`config.mk`:
```
export PLATFORM = sky130hd
export DESIGN_NAME = servo_fault_monitor
export DESIGN_NICKNAME = d
export VERILOG_FILES = /design/src/rtl/servo_fault_monitor.v
export VERILOG_INCLUDE_DIRS = /design/src /design/src/rtl
export SDC_FILE = /design/constraint.sdc
export NUM_CORES = 2
export LEC_CHECK = 0
export ABC_AREA = 1
export BUFFER_PORTS_ARGS = -buffer_cell sky130_fd_sc_hd__buf_2
export CAP_MARGIN = 25
export CELL_PAD_IN_SITES_DETAIL_PLACEMENT = 2
export CELL_PAD_IN_SITES_GLOBAL_PLACEMENT = 2
export CORE_MARGIN = 2
export CORE_UTILIZATION = 32
export DETAILED_ROUTE_END_ITERATION = 10
export PLACE_DENSITY = 0.8
export SLEW_MARGIN = 0
export SYNTH_ARGS = -nofsm -noshare
export SYNTH_HDL_FRONTEND = slang
export SYNTH_SLANG_ARGS = --single-unit
```
`constraint.sdc`:
```
create_clock -name clk_i -period 10 [get_ports clk_i]
set_clock_uncertainty 0.2 [all_clocks]
set_input_delay 2 -clock clk_i [delete_from_list [all_inputs] [get_ports clk_i]]
set_output_delay 2 -clock clk_i [all_outputs]
set_load 0.01 [all_outputs]
```
`src/rtl/servo_fault_consts.vh`:
```
// Offsets, reset values, fault codes and timing constants of the fault monitor
`ifndef SERVO_FAULT_CONSTS_VH
`define SERVO_FAULT_CONSTS_VH

// ----------------------------------------------------------------------------
// Register byte offsets
// ----------------------------------------------------------------------------
`define OFS_OVERCURRENT_THR    8'h00
`define OFS_OVERLOAD_POINT     8'h04
`define OFS_STALL_CURRENT_THR  8'h08
`define OFS_STALL_TIME_THR     8'h0c
`define OFS_OVERSPEED_PCT      8'h10
`define OFS_FAULT_MASK         8'h14
`define OFS_RATED_VOLTAGE      8'h18
`define OFS_OVERHEAT_THR       8'h1c
`define OFS_POS_ERR_LIMIT      8'h20
`define OFS_SOFT_LIMIT_EN      8'h24
`define OFS_SOFT_LIMIT_LOW     8'h28
`define OFS_SOFT_LIMIT_HIGH    8'h2c
`define OFS_ZERO_DRIFT_THR     8'h30
`define OFS_HOMING_TIMEOUT     8'h34
`define OFS_CLASS2_STOP_MODE   8'h38
`define OFS_CLASS3_STOP_MODE   8'h3c
`define OFS_FAULT_CODE         8'h40
`define OFS_Q_CURRENT_FB       8'h44
`define OFS_DRIVE_CLASS        8'h48

// ----------------------------------------------------------------------------
// Reset values (percent and temperature in tenths)
// ----------------------------------------------------------------------------
`define RST_OVERCURRENT_THR    16'h0fa0
`define RST_OVERLOAD_POINT     16'h03e8
`define RST_STALL_CURRENT_THR  16'h03e8
`define RST_STALL_TIME_THR     16'h0320
`define RST_OVERSPEED_PCT      16'h05dc
`define RST_OVERHEAT_THR       16'h0320
`define RST_ZERO_DRIFT_THR     16'h01f4

// ----------------------------------------------------------------------------
// Fields and limits
// ----------------------------------------------------------------------------
`define MASK_BIT_SW_OVERCURRENT 1
`define OVERVOLT_220_DV        16'h1068
`define OVERVOLT_380_DV        16'h1d4c
`define UNDERVOLT_FACTOR       32'h000026aa
`define UNDERVOLT_SCALE        32'h000003e8
`define PCT_SCALE              32'h000003e8
`define STALL_SPEED_RPM        16'h0005
`define FN_HOME_SWITCH         8'h22
`define FN_FORWARD_TRAVEL      8'h2b
`define FN_REVERSE_TRAVEL      8'h2c
`define CAN_STATE_OPERATIONAL  8'h05
`define CLASS1_LOW             10'd100
`define CLASS1_HIGH            10'd199
`define CLASS2_LOW             10'd200
`define CLASS2_HIGH            10'd599
`define CLASS3_LOW             10'd600
`define CLASS3_HIGH            10'd999

// ----------------------------------------------------------------------------
// Fault codes
// ----------------------------------------------------------------------------
`define ER_SW_OVERCURRENT      10'd100
`define ER_OVERVOLTAGE         10'd102
`define ER_UNDERVOLTAGE        10'd103
`define ER_CURRENT_SENSOR      10'd104
`define ER_NV_VERIFY           10'd106
`define ER_CURRENT_STEP        10'd109
`define ER_DRIVE_OVERHEAT      10'd117
`define ER_NO_HOME_SWITCH      10'd200
`define ER_DUP_ASSIGN          10'd201
`define ER_OVERSPEED           10'd202
`define ER_POS_ERROR           10'd203
`define ER_SOFT_LIMIT          10'd207
`define ER_STALL               10'd219
`define ER_NO_FWD_TRAVEL       10'd221
`define ER_NO_REV_TRAVEL       10'd222
`define ER_BUS_STATE           10'd224
`define ER_ZERO_DRIFT          10'd602
`define ER_HOMING_TIMEOUT      10'd603

// ----------------------------------------------------------------------------
// Timing
// ----------------------------------------------------------------------------
`define CLK_PERIOD_NS          10
`define MS_NS                  1000000
`define CYC_PER_MS             (`MS_NS / `CLK_PERIOD_NS)
`define MS_PER_S               1000

`endif

```
`src/rtl/servo_fault_monitor.v`:
```
// Fault supervision of a servo drive: threshold checks, fault latch, stop class
// ----------------------------------------------------------------------------
// How it works
// - Q current above threshold, unless mask bit1
// - Bus above 420V or 750V by class
// - Bus below rated times 1.414 times 0.7
// - Nonzero current at first relay close
// - Nonvolatile readback mismatch raises verify fault
// - Successive current samples differ fifty percent
// - Drive temperature above overheat threshold
// - One input function on several inputs
// - Speed percent above overspeed percentage
// - Position error above nonzero limit
// - Enabled soft limits, position outside range
// - Any analog zero drift above threshold
// - Homing time above timeout parameter
// - Current high, speed under 5 rpm, long
// - Homing start without home switch input
// - Travel switch functions must be assigned
// - State request while bus not operational
// - Class one codes cut power, coast
// - Class two codes use class two mode
// - Class three codes use class three mode
// ----------------------------------------------------------------------------
`include "servo_fault_consts.vh"

module servo_fault_monitor #(
  parameter N_DI       = 8,
  parameter CYC_PER_MS = `CYC_PER_MS
) (
  // Clock and reset
  input  wire               clk_i,
  input  wire               rst_i,
  // Register port
  input  wire [7:0]         addr_i,
  input  wire [31:0]        wr_data_i,
  input  wire               wr_i,
  input  wire               rd_i,
  output reg  [31:0]        rd_data_o,
  // Measurements
  input  wire signed [15:0] q_current_feedback_i,
  input  wire               current_sample_i,
  input  wire [15:0]        bus_voltage_i,
  input  wire [15:0]        drive_temperature_i,
  input  wire signed [15:0] speed_rpm_i,
  input  wire [15:0]        rated_speed_rpm_i,
  input  wire [31:0]        position_error_value_i,
  input  wire signed [31:0] encoder_position_i,
  input  wire [15:0]        analog_in1_drift_i,
  input  wire [15:0]        analog_in2_drift_i,
  input  wire [15:0]        analog_in3_drift_i,
  // Events
  input  wire               relay_close_i,
  input  wire               nv_check_i,
  input  wire [15:0]        nv_written_i,
  input  wire [15:0]        nv_read_i,
  input  wire               homing_active_i,
  input  wire [N_DI*8-1:0]  di_function_i,
  input  wire [7:0]         can_state_i,
  input  wire               state_change_req_i,
  // Fault outputs
  output reg  [9:0]         fault_code_o,
  output reg                fault_active_o,
  output reg                motor_power_cut_o,
  output reg  [2:0]         stop_mode_o
);

  // --------------------------------------------------------------------------
  // Registers
  // --------------------------------------------------------------------------
  reg [15:0] overcurrent_threshold;
  reg [15:0] overload_point;
  reg [15:0] stall_current_threshold;
  reg [15:0] stall_time_threshold;
  reg [15:0] overspeed_percentage;
  reg [15:0] fault_mask;
  reg [15:0] rated_voltage;
  reg [15:0] overheat_threshold;
  reg [31:0] position_error_limit;
  reg        soft_limit_enable;
  reg [31:0] soft_limit_low;
  reg [31:0] soft_limit_high;
  reg [15:0] zero_drift_threshold;
  reg [15:0] homing_timeout;
  reg [2:0]  class2_stop_mode;
  reg [2:0]  class3_stop_mode;
  reg        drive_class_380;
  reg [9:0]  fault_code;
  reg [31:0] next_rd_data;

  wire       clear_fault = wr_i && (addr_i == `OFS_FAULT_CODE);

  always @(posedge clk_i) begin
    if (rst_i) begin
      overcurrent_threshold   <= `RST_OVERCURRENT_THR;
      overload_point          <= `RST_OVERLOAD_POINT;
      stall_current_threshold <= `RST_STALL_CURRENT_THR;
      stall_time_threshold    <= `RST_STALL_TIME_THR;
      overspeed_percentage    <= `RST_OVERSPEED_PCT;
      fault_mask              <= 16'h0000;
      rated_voltage           <= 16'h0000;
      overheat_threshold      <= `RST_OVERHEAT_THR;
      position_error_limit    <= 32'h00000000;
      soft_limit_enable       <= 1'b0;
      soft_limit_low          <= 32'h00000000;
      soft_limit_high         <= 32'h00000000;
      zero_drift_threshold    <= `RST_ZERO_DRIFT_THR;
      homing_timeout          <= 16'h0000;
      class2_stop_mode        <= 3'h0;
      class3_stop_mode        <= 3'h0;
      drive_class_380         <= 1'b0;
    end else if (wr_i) begin
      case (addr_i)
        `OFS_OVERCURRENT_THR:   overcurrent_threshold   <= wr_data_i[15:0];
        `OFS_OVERLOAD_POINT:    overload_point          <= wr_data_i[15:0];
        `OFS_STALL_CURRENT_THR: stall_current_threshold <= wr_data_i[15:0];
        `OFS_STALL_TIME_THR:    stall_time_threshold    <= wr_data_i[15:0];
        `OFS_OVERSPEED_PCT:     overspeed_percentage    <= wr_data_i[15:0];
        `OFS_FAULT_MASK:        fault_mask              <= wr_data_i[15:0];
        `OFS_RATED_VOLTAGE:     rated_voltage           <= wr_data_i[15:0];
        `OFS_OVERHEAT_THR:      overheat_threshold      <= wr_data_i[15:0];
        `OFS_POS_ERR_LIMIT:     position_error_limit    <= wr_data_i;
        `OFS_SOFT_LIMIT_EN:     soft_limit_enable       <= wr_data_i[0];
        `OFS_SOFT_LIMIT_LOW:    soft_limit_low          <= wr_data_i;
        `OFS_SOFT_LIMIT_HIGH:   soft_limit_high         <= wr_data_i;
        `OFS_ZERO_DRIFT_THR:    zero_drift_threshold    <= wr_data_i[15:0];
        `OFS_HOMING_TIMEOUT:    homing_timeout          <= wr_data_i[15:0];
        `OFS_CLASS2_STOP_MODE:  class2_stop_mode        <= wr_data_i[2:0];
        `OFS_CLASS3_STOP_MODE:  class3_stop_mode        <= wr_data_i[2:0];
        `OFS_DRIVE_CLASS:       drive_class_380         <= wr_data_i[0];
        default: ;
      endcase
    end
  end

  always @* begin
    case (addr_i)
      `OFS_OVERCURRENT_THR:   next_rd_data = {16'h0000, overcurrent_threshold};
      `OFS_OVERLOAD_POINT:    next_rd_data = {16'h0000, overload_point};
      `OFS_STALL_CURRENT_THR: next_rd_data = {16'h0000, stall_current_threshold};
      `OFS_STALL_TIME_THR:    next_rd_data = {16'h0000, stall_time_threshold};
      `OFS_OVERSPEED_PCT:     next_rd_data = {16'h0000, overspeed_percentage};
      `OFS_FAULT_MASK:        next_rd_data = {16'h0000, fault_mask};
      `OFS_RATED_VOLTAGE:     next_rd_data = {16'h0000, rated_voltage};
      `OFS_OVERHEAT_THR:      next_rd_data = {16'h0000, overheat_threshold};
      `OFS_POS_ERR_LIMIT:     next_rd_data = position_error_limit;
      `OFS_SOFT_LIMIT_EN:     next_rd_data = {31'h00000000, soft_limit_enable};
      `OFS_SOFT_LIMIT_LOW:    next_rd_data = soft_limit_low;
      `OFS_SOFT_LIMIT_HIGH:   next_rd_data = soft_limit_high;
      `OFS_ZERO_DRIFT_THR:    next_rd_data = {16'h0000, zero_drift_threshold};
      `OFS_HOMING_TIMEOUT:    next_rd_data = {16'h0000, homing_timeout};
      `OFS_CLASS2_STOP_MODE:  next_rd_data = {29'h00000000, class2_stop_mode};
      `OFS_CLASS3_STOP_MODE:  next_rd_data = {29'h00000000, class3_stop_mode};
      `OFS_FAULT_CODE:        next_rd_data = {22'h000000, fault_code};
      `OFS_Q_CURRENT_FB:      next_rd_data = {16'h0000, q_current_feedback_i};
      `OFS_DRIVE_CLASS:       next_rd_data = {31'h00000000, drive_class_380};
      default:                next_rd_data = 32'h00000000;
    endcase
  end

  always @(posedge clk_i) begin
    if (rst_i)
      rd_data_o <= 32'h00000000;
    else if (rd_i)
      rd_data_o <= next_rd_data;
    else
      rd_data_o <= 32'h00000000;
  end

  // --------------------------------------------------------------------------
  // Magnitudes and scaled comparisons
  // --------------------------------------------------------------------------
  wire [15:0] cur_abs   = q_current_feedback_i[15] ? (~q_current_feedback_i + 16'h0001)
                                                    : q_current_feedback_i;
  wire [15:0] speed_abs = speed_rpm_i[15] ? (~speed_rpm_i + 16'h0001) : speed_rpm_i;
  wire [31:0] speed_scaled = {16'h0000, speed_abs} * `PCT_SCALE;
  wire [31:0] speed_limit  = {16'h0000, overspeed_percentage} * {16'h0000, rated_speed_rpm_i};
  wire [31:0] bus_scaled   = {16'h0000, bus_voltage_i} * `UNDERVOLT_SCALE;
  wire [31:0] bus_floor    = {16'h0000, rated_voltage} * `UNDERVOLT_FACTOR;
  wire [15:0] ov_limit     = drive_class_380 ? `OVERVOLT_380_DV : `OVERVOLT_220_DV;

  // --------------------------------------------------------------------------
  // Current step between samples
  // --------------------------------------------------------------------------
  reg  [15:0] prev_cur_abs;
  reg         prev_valid;
  wire [16:0] step = {1'b0, cur_abs} - {1'b0, prev_cur_abs};
  wire [15:0] step_abs = step[16] ? (~step[15:0] + 16'h0001) : step[15:0];
  wire        step_fault = current_sample_i && prev_valid && (step_abs != 16'h0000) &&
                           ({step_abs, 1'b0} >= {1'b0, prev_cur_abs});

  always @(posedge clk_i) begin
    if (rst_i) begin
      prev_cur_abs <= 16'h0000;
      prev_valid   <= 1'b0;
    end else if (current_sample_i) begin
      prev_cur_abs <= cur_abs;
      prev_valid   <= 1'b1;
    end
  end

  // --------------------------------------------------------------------------
  // Relay first closure
  // --------------------------------------------------------------------------
  reg relay_closed_once;
  always @(posedge clk_i) begin
    if (rst_i)
      relay_closed_once <= 1'b0;
    else if (relay_close_i)
      relay_closed_once <= 1'b1;
  end
  wire sensor_fault = relay_close_i && !relay_closed_once && (cur_abs != 16'h0000);

  // --------------------------------------------------------------------------
  // Millisecond and second ticks
  // --------------------------------------------------------------------------
  reg [31:0] ms_cnt;
  reg [15:0] ms_in_s;
  wire       ms_tick = (ms_cnt == CYC_PER_MS - 1);
  wire       s_tick  = ms_tick && (ms_in_s == `MS_PER_S - 1);

  always @(posedge clk_i) begin
    if (rst_i) begin
      ms_cnt  <= 32'h00000000;
      ms_in_s <= 16'h0000;
    end else begin
      ms_cnt <= ms_tick ? 32'h00000000 : ms_cnt + 32'h00000001;
      if (s_tick)
        ms_in_s <= 16'h0000;
      else if (ms_tick)
        ms_in_s <= ms_in_s + 16'h0001;
    end
  end

  // --------------------------------------------------------------------------
  // Stall timing
  // --------------------------------------------------------------------------
  reg [15:0] stall_ms;
  wire stall_cond = (cur_abs > stall_current_threshold) && (speed_abs < `STALL_SPEED_RPM);
  always @(posedge clk_i) begin
    if (rst_i || !stall_cond)
      stall_ms <= 16'h0000;
    else if (ms_tick && stall_ms != 16'hffff)
      stall_ms <= stall_ms + 16'h0001;
  end
  wire stall_fault = stall_cond && (stall_ms >= stall_time_threshold);

  // --------------------------------------------------------------------------
  // Homing timing
  // --------------------------------------------------------------------------
  reg [15:0] homing_s;
  reg        homing_prev;
  always @(posedge clk_i) begin
    if (rst_i) begin
      homing_s    <= 16'h0000;
      homing_prev <= 1'b0;
    end else begin
      homing_prev <= homing_active_i;
      if (!homing_active_i)
        homing_s <= 16'h0000;
      else if (s_tick && homing_s != 16'hffff)
        homing_s <= homing_s + 16'h0001;
    end
  end
  wire homing_start   = homing_active_i && !homing_prev;
  wire homing_tmo     = homing_active_i && (homing_timeout != 16'h0000) &&
                        (homing_s > homing_timeout);

  // --------------------------------------------------------------------------
  // Input function assignment
  // --------------------------------------------------------------------------
  wire [N_DI-1:0] is_home;
  wire [N_DI-1:0] is_fwd;
  wire [N_DI-1:0] is_rev;
  wire [N_DI-1:0] dup;
  genvar i;
  generate
    for (i = 0; i < N_DI; i = i + 1) begin : g_di
      wire [7:0] fn = di_function_i[i*8 +: 8];
      reg        hit;
      integer    j;
      assign is_home[i] = (fn == `FN_HOME_SWITCH);
      assign is_fwd[i]  = (fn == `FN_FORWARD_TRAVEL);
      assign is_rev[i]  = (fn == `FN_REVERSE_TRAVEL);
      always @* begin
        hit = 1'b0;
        for (j = i + 1; j < N_DI; j = j + 1)
          if (fn != 8'h00 && fn == di_function_i[j*8 +: 8])
            hit = 1'b1;
      end
      assign dup[i] = hit;
    end
  endgenerate

  // --------------------------------------------------------------------------
  // Detection vector, ascending code order
  // --------------------------------------------------------------------------
  wire [17:0] det;
  assign det[0]  = (cur_abs > overcurrent_threshold) &&
                   !fault_mask[`MASK_BIT_SW_OVERCURRENT];
  assign det[1]  = bus_voltage_i > ov_limit;
  assign det[2]  = bus_scaled < bus_floor;
  assign det[3]  = sensor_fault;
  assign det[4]  = nv_check_i && (nv_written_i != nv_read_i);
  assign det[5]  = step_fault;
  assign det[6]  = drive_temperature_i > overheat_threshold;
  assign det[7]  = homing_start && (is_home == {N_DI{1'b0}});
  assign det[8]  = |dup;
  assign det[9]  = speed_scaled > speed_limit;
  assign det[10] = (position_error_limit != 32'h00000000) &&
                   (position_error_value_i > position_error_limit);
  assign det[11] = soft_limit_enable &&
                   ((encoder_position_i < $signed(soft_limit_low)) ||
                    (encoder_position_i > $signed(soft_limit_high)));
  assign det[12] = stall_fault;
  assign det[13] = (is_fwd == {N_DI{1'b0}});
  assign det[14] = (is_rev == {N_DI{1'b0}});
  assign det[15] = state_change_req_i && (can_state_i != `CAN_STATE_OPERATIONAL);
  assign det[16] = (analog_in1_drift_i > zero_drift_threshold) ||
                   (analog_in2_drift_i > zero_drift_threshold) ||
                   (analog_in3_drift_i > zero_drift_threshold);
  assign det[17] = homing_tmo;

  function [9:0] code_of;
    input [4:0] idx;
    begin
      case (idx)
        5'd0:    code_of = `ER_SW_OVERCURRENT;
        5'd1:    code_of = `ER_OVERVOLTAGE;
        5'd2:    code_of = `ER_UNDERVOLTAGE;
        5'd3:    code_of = `ER_CURRENT_SENSOR;
        5'd4:    code_of = `ER_NV_VERIFY;
        5'd5:    code_of = `ER_CURRENT_STEP;
        5'd6:    code_of = `ER_DRIVE_OVERHEAT;
        5'd7:    code_of = `ER_NO_HOME_SWITCH;
        5'd8:    code_of = `ER_DUP_ASSIGN;
        5'd9:    code_of = `ER_OVERSPEED;
        5'd10:   code_of = `ER_POS_ERROR;
        5'd11:   code_of = `ER_SOFT_LIMIT;
        5'd12:   code_of = `ER_STALL;
        5'd13:   code_of = `ER_NO_FWD_TRAVEL;
        5'd14:   code_of = `ER_NO_REV_TRAVEL;
        5'd15:   code_of = `ER_BUS_STATE;
        5'd16:   code_of = `ER_ZERO_DRIFT;
        default: code_of = `ER_HOMING_TIMEOUT;
      endcase
    end
  endfunction

  // Lowest code, the most severe, wins when several fire together
  reg [9:0] new_code;
  integer   k;
  always @* begin
    new_code = 10'd0;
    for (k = 17; k >= 0; k = k - 1)
      if (det[k])
        new_code = code_of(k[4:0]);
  end

  // --------------------------------------------------------------------------
  // Fault latch and stop class
  // --------------------------------------------------------------------------
  reg [9:0] next_code;
  reg       next_cut;
  reg [2:0] next_mode;
  always @* begin
    next_code = fault_code;
    if (clear_fault)
      next_code = 10'd0;
    // A detection in the clearing cycle still latches
    if (new_code != 10'd0 && (fault_code == 10'd0 || clear_fault))
      next_code = new_code;
    next_cut  = 1'b0;
    next_mode = 3'h0;
    if (next_code >= `CLASS1_LOW && next_code <= `CLASS1_HIGH) begin
      next_cut  = 1'b1;
      next_mode = 3'h0;
    end else if (next_code >= `CLASS2_LOW && next_code <= `CLASS2_HIGH) begin
      next_mode = class2_stop_mode;
    end else if (next_code >= `CLASS3_LOW && next_code <= `CLASS3_HIGH) begin
      next_mode = class3_stop_mode;
    end
  end

  always @(posedge clk_i) begin
    if (rst_i) begin
      fault_code        <= 10'd0;
      fault_code_o      <= 10'd0;
      fault_active_o    <= 1'b0;
      motor_power_cut_o <= 1'b0;
      stop_mode_o       <= 3'h0;
    end else begin
      fault_code        <= next_code;
      fault_code_o      <= next_code;
      fault_active_o    <= (next_code != 10'd0);
      motor_power_cut_o <= next_cut;
      stop_mode_o       <= next_mode;
    end
  end

endmodule // servo_fault_monitor

```
==> key figures <==
Run status
  – Status: complete, no violations

Yosys
  – Synth Instances: between 6k and 7k
  – Yosys cell types: 64
  – Synth warn: 0
  – Seq/Total Area, Yosys: 0.170
  – EDFF count, synth: 0
  – Post-Syn Area: roughly 48000 µm²
  – Top_reg_cell synth: dfxtp_1
  – Post-synthesis area per instance: roughly 7 µm²
  – Synth async-reset ratio: 0
  – Syn nets: just over 8k
  – Register bit count reported by yosys: just over 400

Floorplan
  – IO Count: just under 400
  – Die area: ~150000 µm²
  – Die X: between 300 and 400 µm
  – Starting Density: 0.323
  – Die height: a little under 400 µm
  – Core area: between 100000 and 150000 µm²
  – Row count: 142

CTS
  – Clock root buffer: clkbuf_16
  – Clock sink total: 410
  – CTS tree: done
  – Max Root-Sink Buffers: 3
  – Reg clk slew, reported paths: roughly 0.070 ns
  – Cts bufs inserted: 47
  – H-tree depth: 2
  – Cts hold-fix bufs: 0
  – Clock latency at the later pin of the worst-skew pair: between 0.6 and 0.7 ns

Power
  – Leak pwr: 27.2 nW
  – VDD IR-drop max: around 0.24 mV
  – Pwr dens: approximately 200 nW/µm²

Timing
  – Relative slew slack: 0.304
  – Final setup fails: 0
  – Fmax: 105 MHz
  – Hold Fails Final Rpt: 0
  – Setup TNS: 0 ns
  – Max-slew violation count: 0
  – Hold slack: ~0.27 ns
  – Worst Setup Slack, final: between 0.4 and 0.5 ns
  – Post-route clock period utilization: 0.952
  – Final min period: between 9 and 10 ns
  – Least-Margin Pin Slew: around 1.0 ns

Finish
  – Post-layout nets: roughly 8.5k
  – Share of cells above drive strength 1: 0.103
  – Fillers: 18.1k
  – Area Growth Syn to Fin: 13.3%

Global routing
  – Largest net degree at the start of global routing: between 100 and 150
  – Antenna violations before repair: between 40 and 50
  – Met1 Use GR: 0.343
  – GRT Max-Usage Layer: met2
  – Vias in the first global route: between 50k and 60k
  – Met3 usage: 0.0353
  – First-pass GRT wire length: 324000 µm
  – Met2 Use GR: 0.469
  – Total GRT Usage: 0.272
  – Total grt overflow: 0

Setup path
  – Required @ worst endpoint: ~10 ns
  – WP data arrival: between 9 and 10 ns
  – CP max FO: 9
  – CP max stage cell: fa_1
  – Startpoint types: input port
  – Setup CP Type: in -> reg
  – Max incr delay on CP: about 0.61 ns
  – CP endpoint kind: flop

Placed design
  – Port bufs: between 300 and 400
  – Routability Congestion: between 0.9 and 1
  – Pre-CTS setup slack: -0.324 ns
  – DPL Wire Length: 176000 µm

Detailed routing
  – ANT nets after route: 0
  – Number of remaining DRC errors: 0
  – Via count: just under 50k
  – WL/cell: 23.0 µm
  – Drt first pass iters: 6
  – Initial DRC count: between 2k and 3k
  – Vias per cell: approximately 5.3
  – Final wirelength: 213000 µm

Run
  – Max cap viols: 0

Min path
  – Hold crit path type: reg -> reg
==> power by group <==
part	total, mW	internal [mW]	switching (mW)
registers	1.67	1.65	0.0185
logic	7.58	3.03	4.55
clock network	1.89	1.07	0.815
==> area by class of cell <==
cell class	count	area [µm²]	area share
diodes	30	75.1	0.00137
clock buffers	67	1340	0.0245
clock inverters	19	272	0.00495
inverters	1350	5070	0.0925
multi-input cells	4836	34300	0.625
flip-flops and latches	410	8210	0.150
well taps	2016	2520	0.0460
repair buffers	524	3070	0.0559
==> registers in the layout, indices dropped and copies added (netlist names), 32 cells and up <==
signal	count
soft_limit_low	32
position_error_limit	32
soft_limit_high	32
rd_data_o	32
ms_cnt	32
==> synthesized netlist by cell type (5+ instances only) <==
cell / count / area, µm²
nor2_2: 14 / 87.6
nand3_1: 236 / 1180
o21a_1: 11 / 82.6
a41oi_1: 11 / 96.3
inv_1: 1328 / 4980
nand4_1: 141 / 882
ha_1: 627 / 7850
fa_1: 358 / 7170
nor3_2: 5 / 50.1
dfxtp_1: 410 / 8210
o221ai_1: 15 / 131
inv_2: 18 / 67.6
a31oi_1: 30 / 188
xnor2_1: 104 / 911
o31ai_1: 5 / 37.5
a2111oi_0: 6 / 52.6
o21bai_1: 21 / 158
clkbuf_1: 176 / 661
o21ai_0: 365 / 1830
a221oi_1: 26 / 228
and3_1: 6 / 37.5
nor2_1: 401 / 1510
a21oi_1: 570 / 2850
o211ai_1: 41 / 308
xor2_1: 111 / 972
nand2_2: 29 / 181
nor4_1: 55 / 344
a21o_1: 7 / 52.6
nand3b_1: 9 / 67.6
nand2_1: 1381 / 5180
a21boi_0: 9 / 67.6
nand2_4: 5 / 56.3
o22ai_1: 55 / 344
buf_4: 6 / 45.0
or2_2: 16 / 100
a211oi_1: 8 / 60.1
buf_2: 63 / 315
nor3b_1: 11 / 82.6
nor3_1: 105 / 526
==> cells in the final DEF (no fill, tap or decap), types with 21 or more instances in the layout <==
| cell type | n |
|---|---|
| clkbuf_16 | 47 |
| nand2_2 | 34 |
| inv_1 | 1327 |
| xor2_1 | 107 |
| nor2_1 | 391 |
| a31oi_1 | 29 |
| fa_1 | 358 |
| nor2_2 | 23 |
| o22ai_1 | 55 |
| o211ai_1 | 41 |
| nor3_1 | 102 |
| ha_1 | 623 |
| xnor2_1 | 104 |
| nand2_1 | 1376 |
| o21bai_1 | 21 |
| buf_4 | 122 |
| a21oi_1 | 564 |
| o21ai_0 | 359 |
| diode_2 | 30 |
| nand4_1 | 141 |
| dfxtp_1 | 410 |
| a221oi_1 | 26 |
| buf_2 | 392 |
| nand3_1 | 236 |
| nor4_1 | 54 |
==> critical path: cells and delay by family <==
kind / cells / cell delay (ns)
fa+ha+maj: 8 / 3.98
compound gates: 4 / 0.63
simple gates: 18 / 2.03
buf+inv: 10 / 1.00
xor+xnor: 1 / 0.18
==> per-stage QoR <==
stage,instances,utilization,cell area (µm²),total power [mW]
2_1_floorplan,6847,-,48400,6.56
3_3_place_gp,9123,0.352,52800,8.65
3_5_place_dp,9128,0.353,52900,9.08
4_1_cts,9214,0.363,54500,11.0
5_1_grt,9251,0.366,54800,12.3
6_report,9252,0.366,54800,11.1
==> timing repair <==
item | 4_1_cts | 5_1_grt
resized for setup | 0 | 42
buffers inserted | 0 | 5
endpoints found under the setup margin | 0 | 12
==> metal layers <==
| layer | vias up | wire length (µm) | share of wire |
|---|---|---|---|
| met4 | 10 | 8240 | 0.039 |
| li1 | 22639 | - | - |
| met2 | 1227 | 103000 | 0.48 |
| met1 | 24758 | 90900 | 0.43 |
| met3 | 359 | 10800 | 0.051 |
| met5 | - | 57 | 0.00027 |
==> worst paths after layout <==
check                                              from              to  slack (ns)  cells after the start
worst max-delay path               rated_speed_rpm_i[6]  fault_active_o        0.48                     41
worst min register to register            fault_mask[7]   fault_mask[7]        0.27                      2
worst min-delay path                      fault_mask[7]   fault_mask[7]        0.27                      2
worst max register to register  overspeed_percentage[9]  fault_active_o        1.08                     38
==> logic make-up (layout without fill, tap and decap cells) <==
group                    count (synthesis)  in the layout  synth area share
AO/OA/AOI/OAI                         1206           1206             0.139
other                                    0             30                 0
adder cells (fa/ha/maj)                985            985             0.310
AND/OR/NAND/NOR                       2427           2427             0.215
flip-flops                             410            410             0.170
buffers and inverters                 1601           1960             0.127
XOR/XNOR                               218            218            0.0399
(Power assumes the default switching activity.)
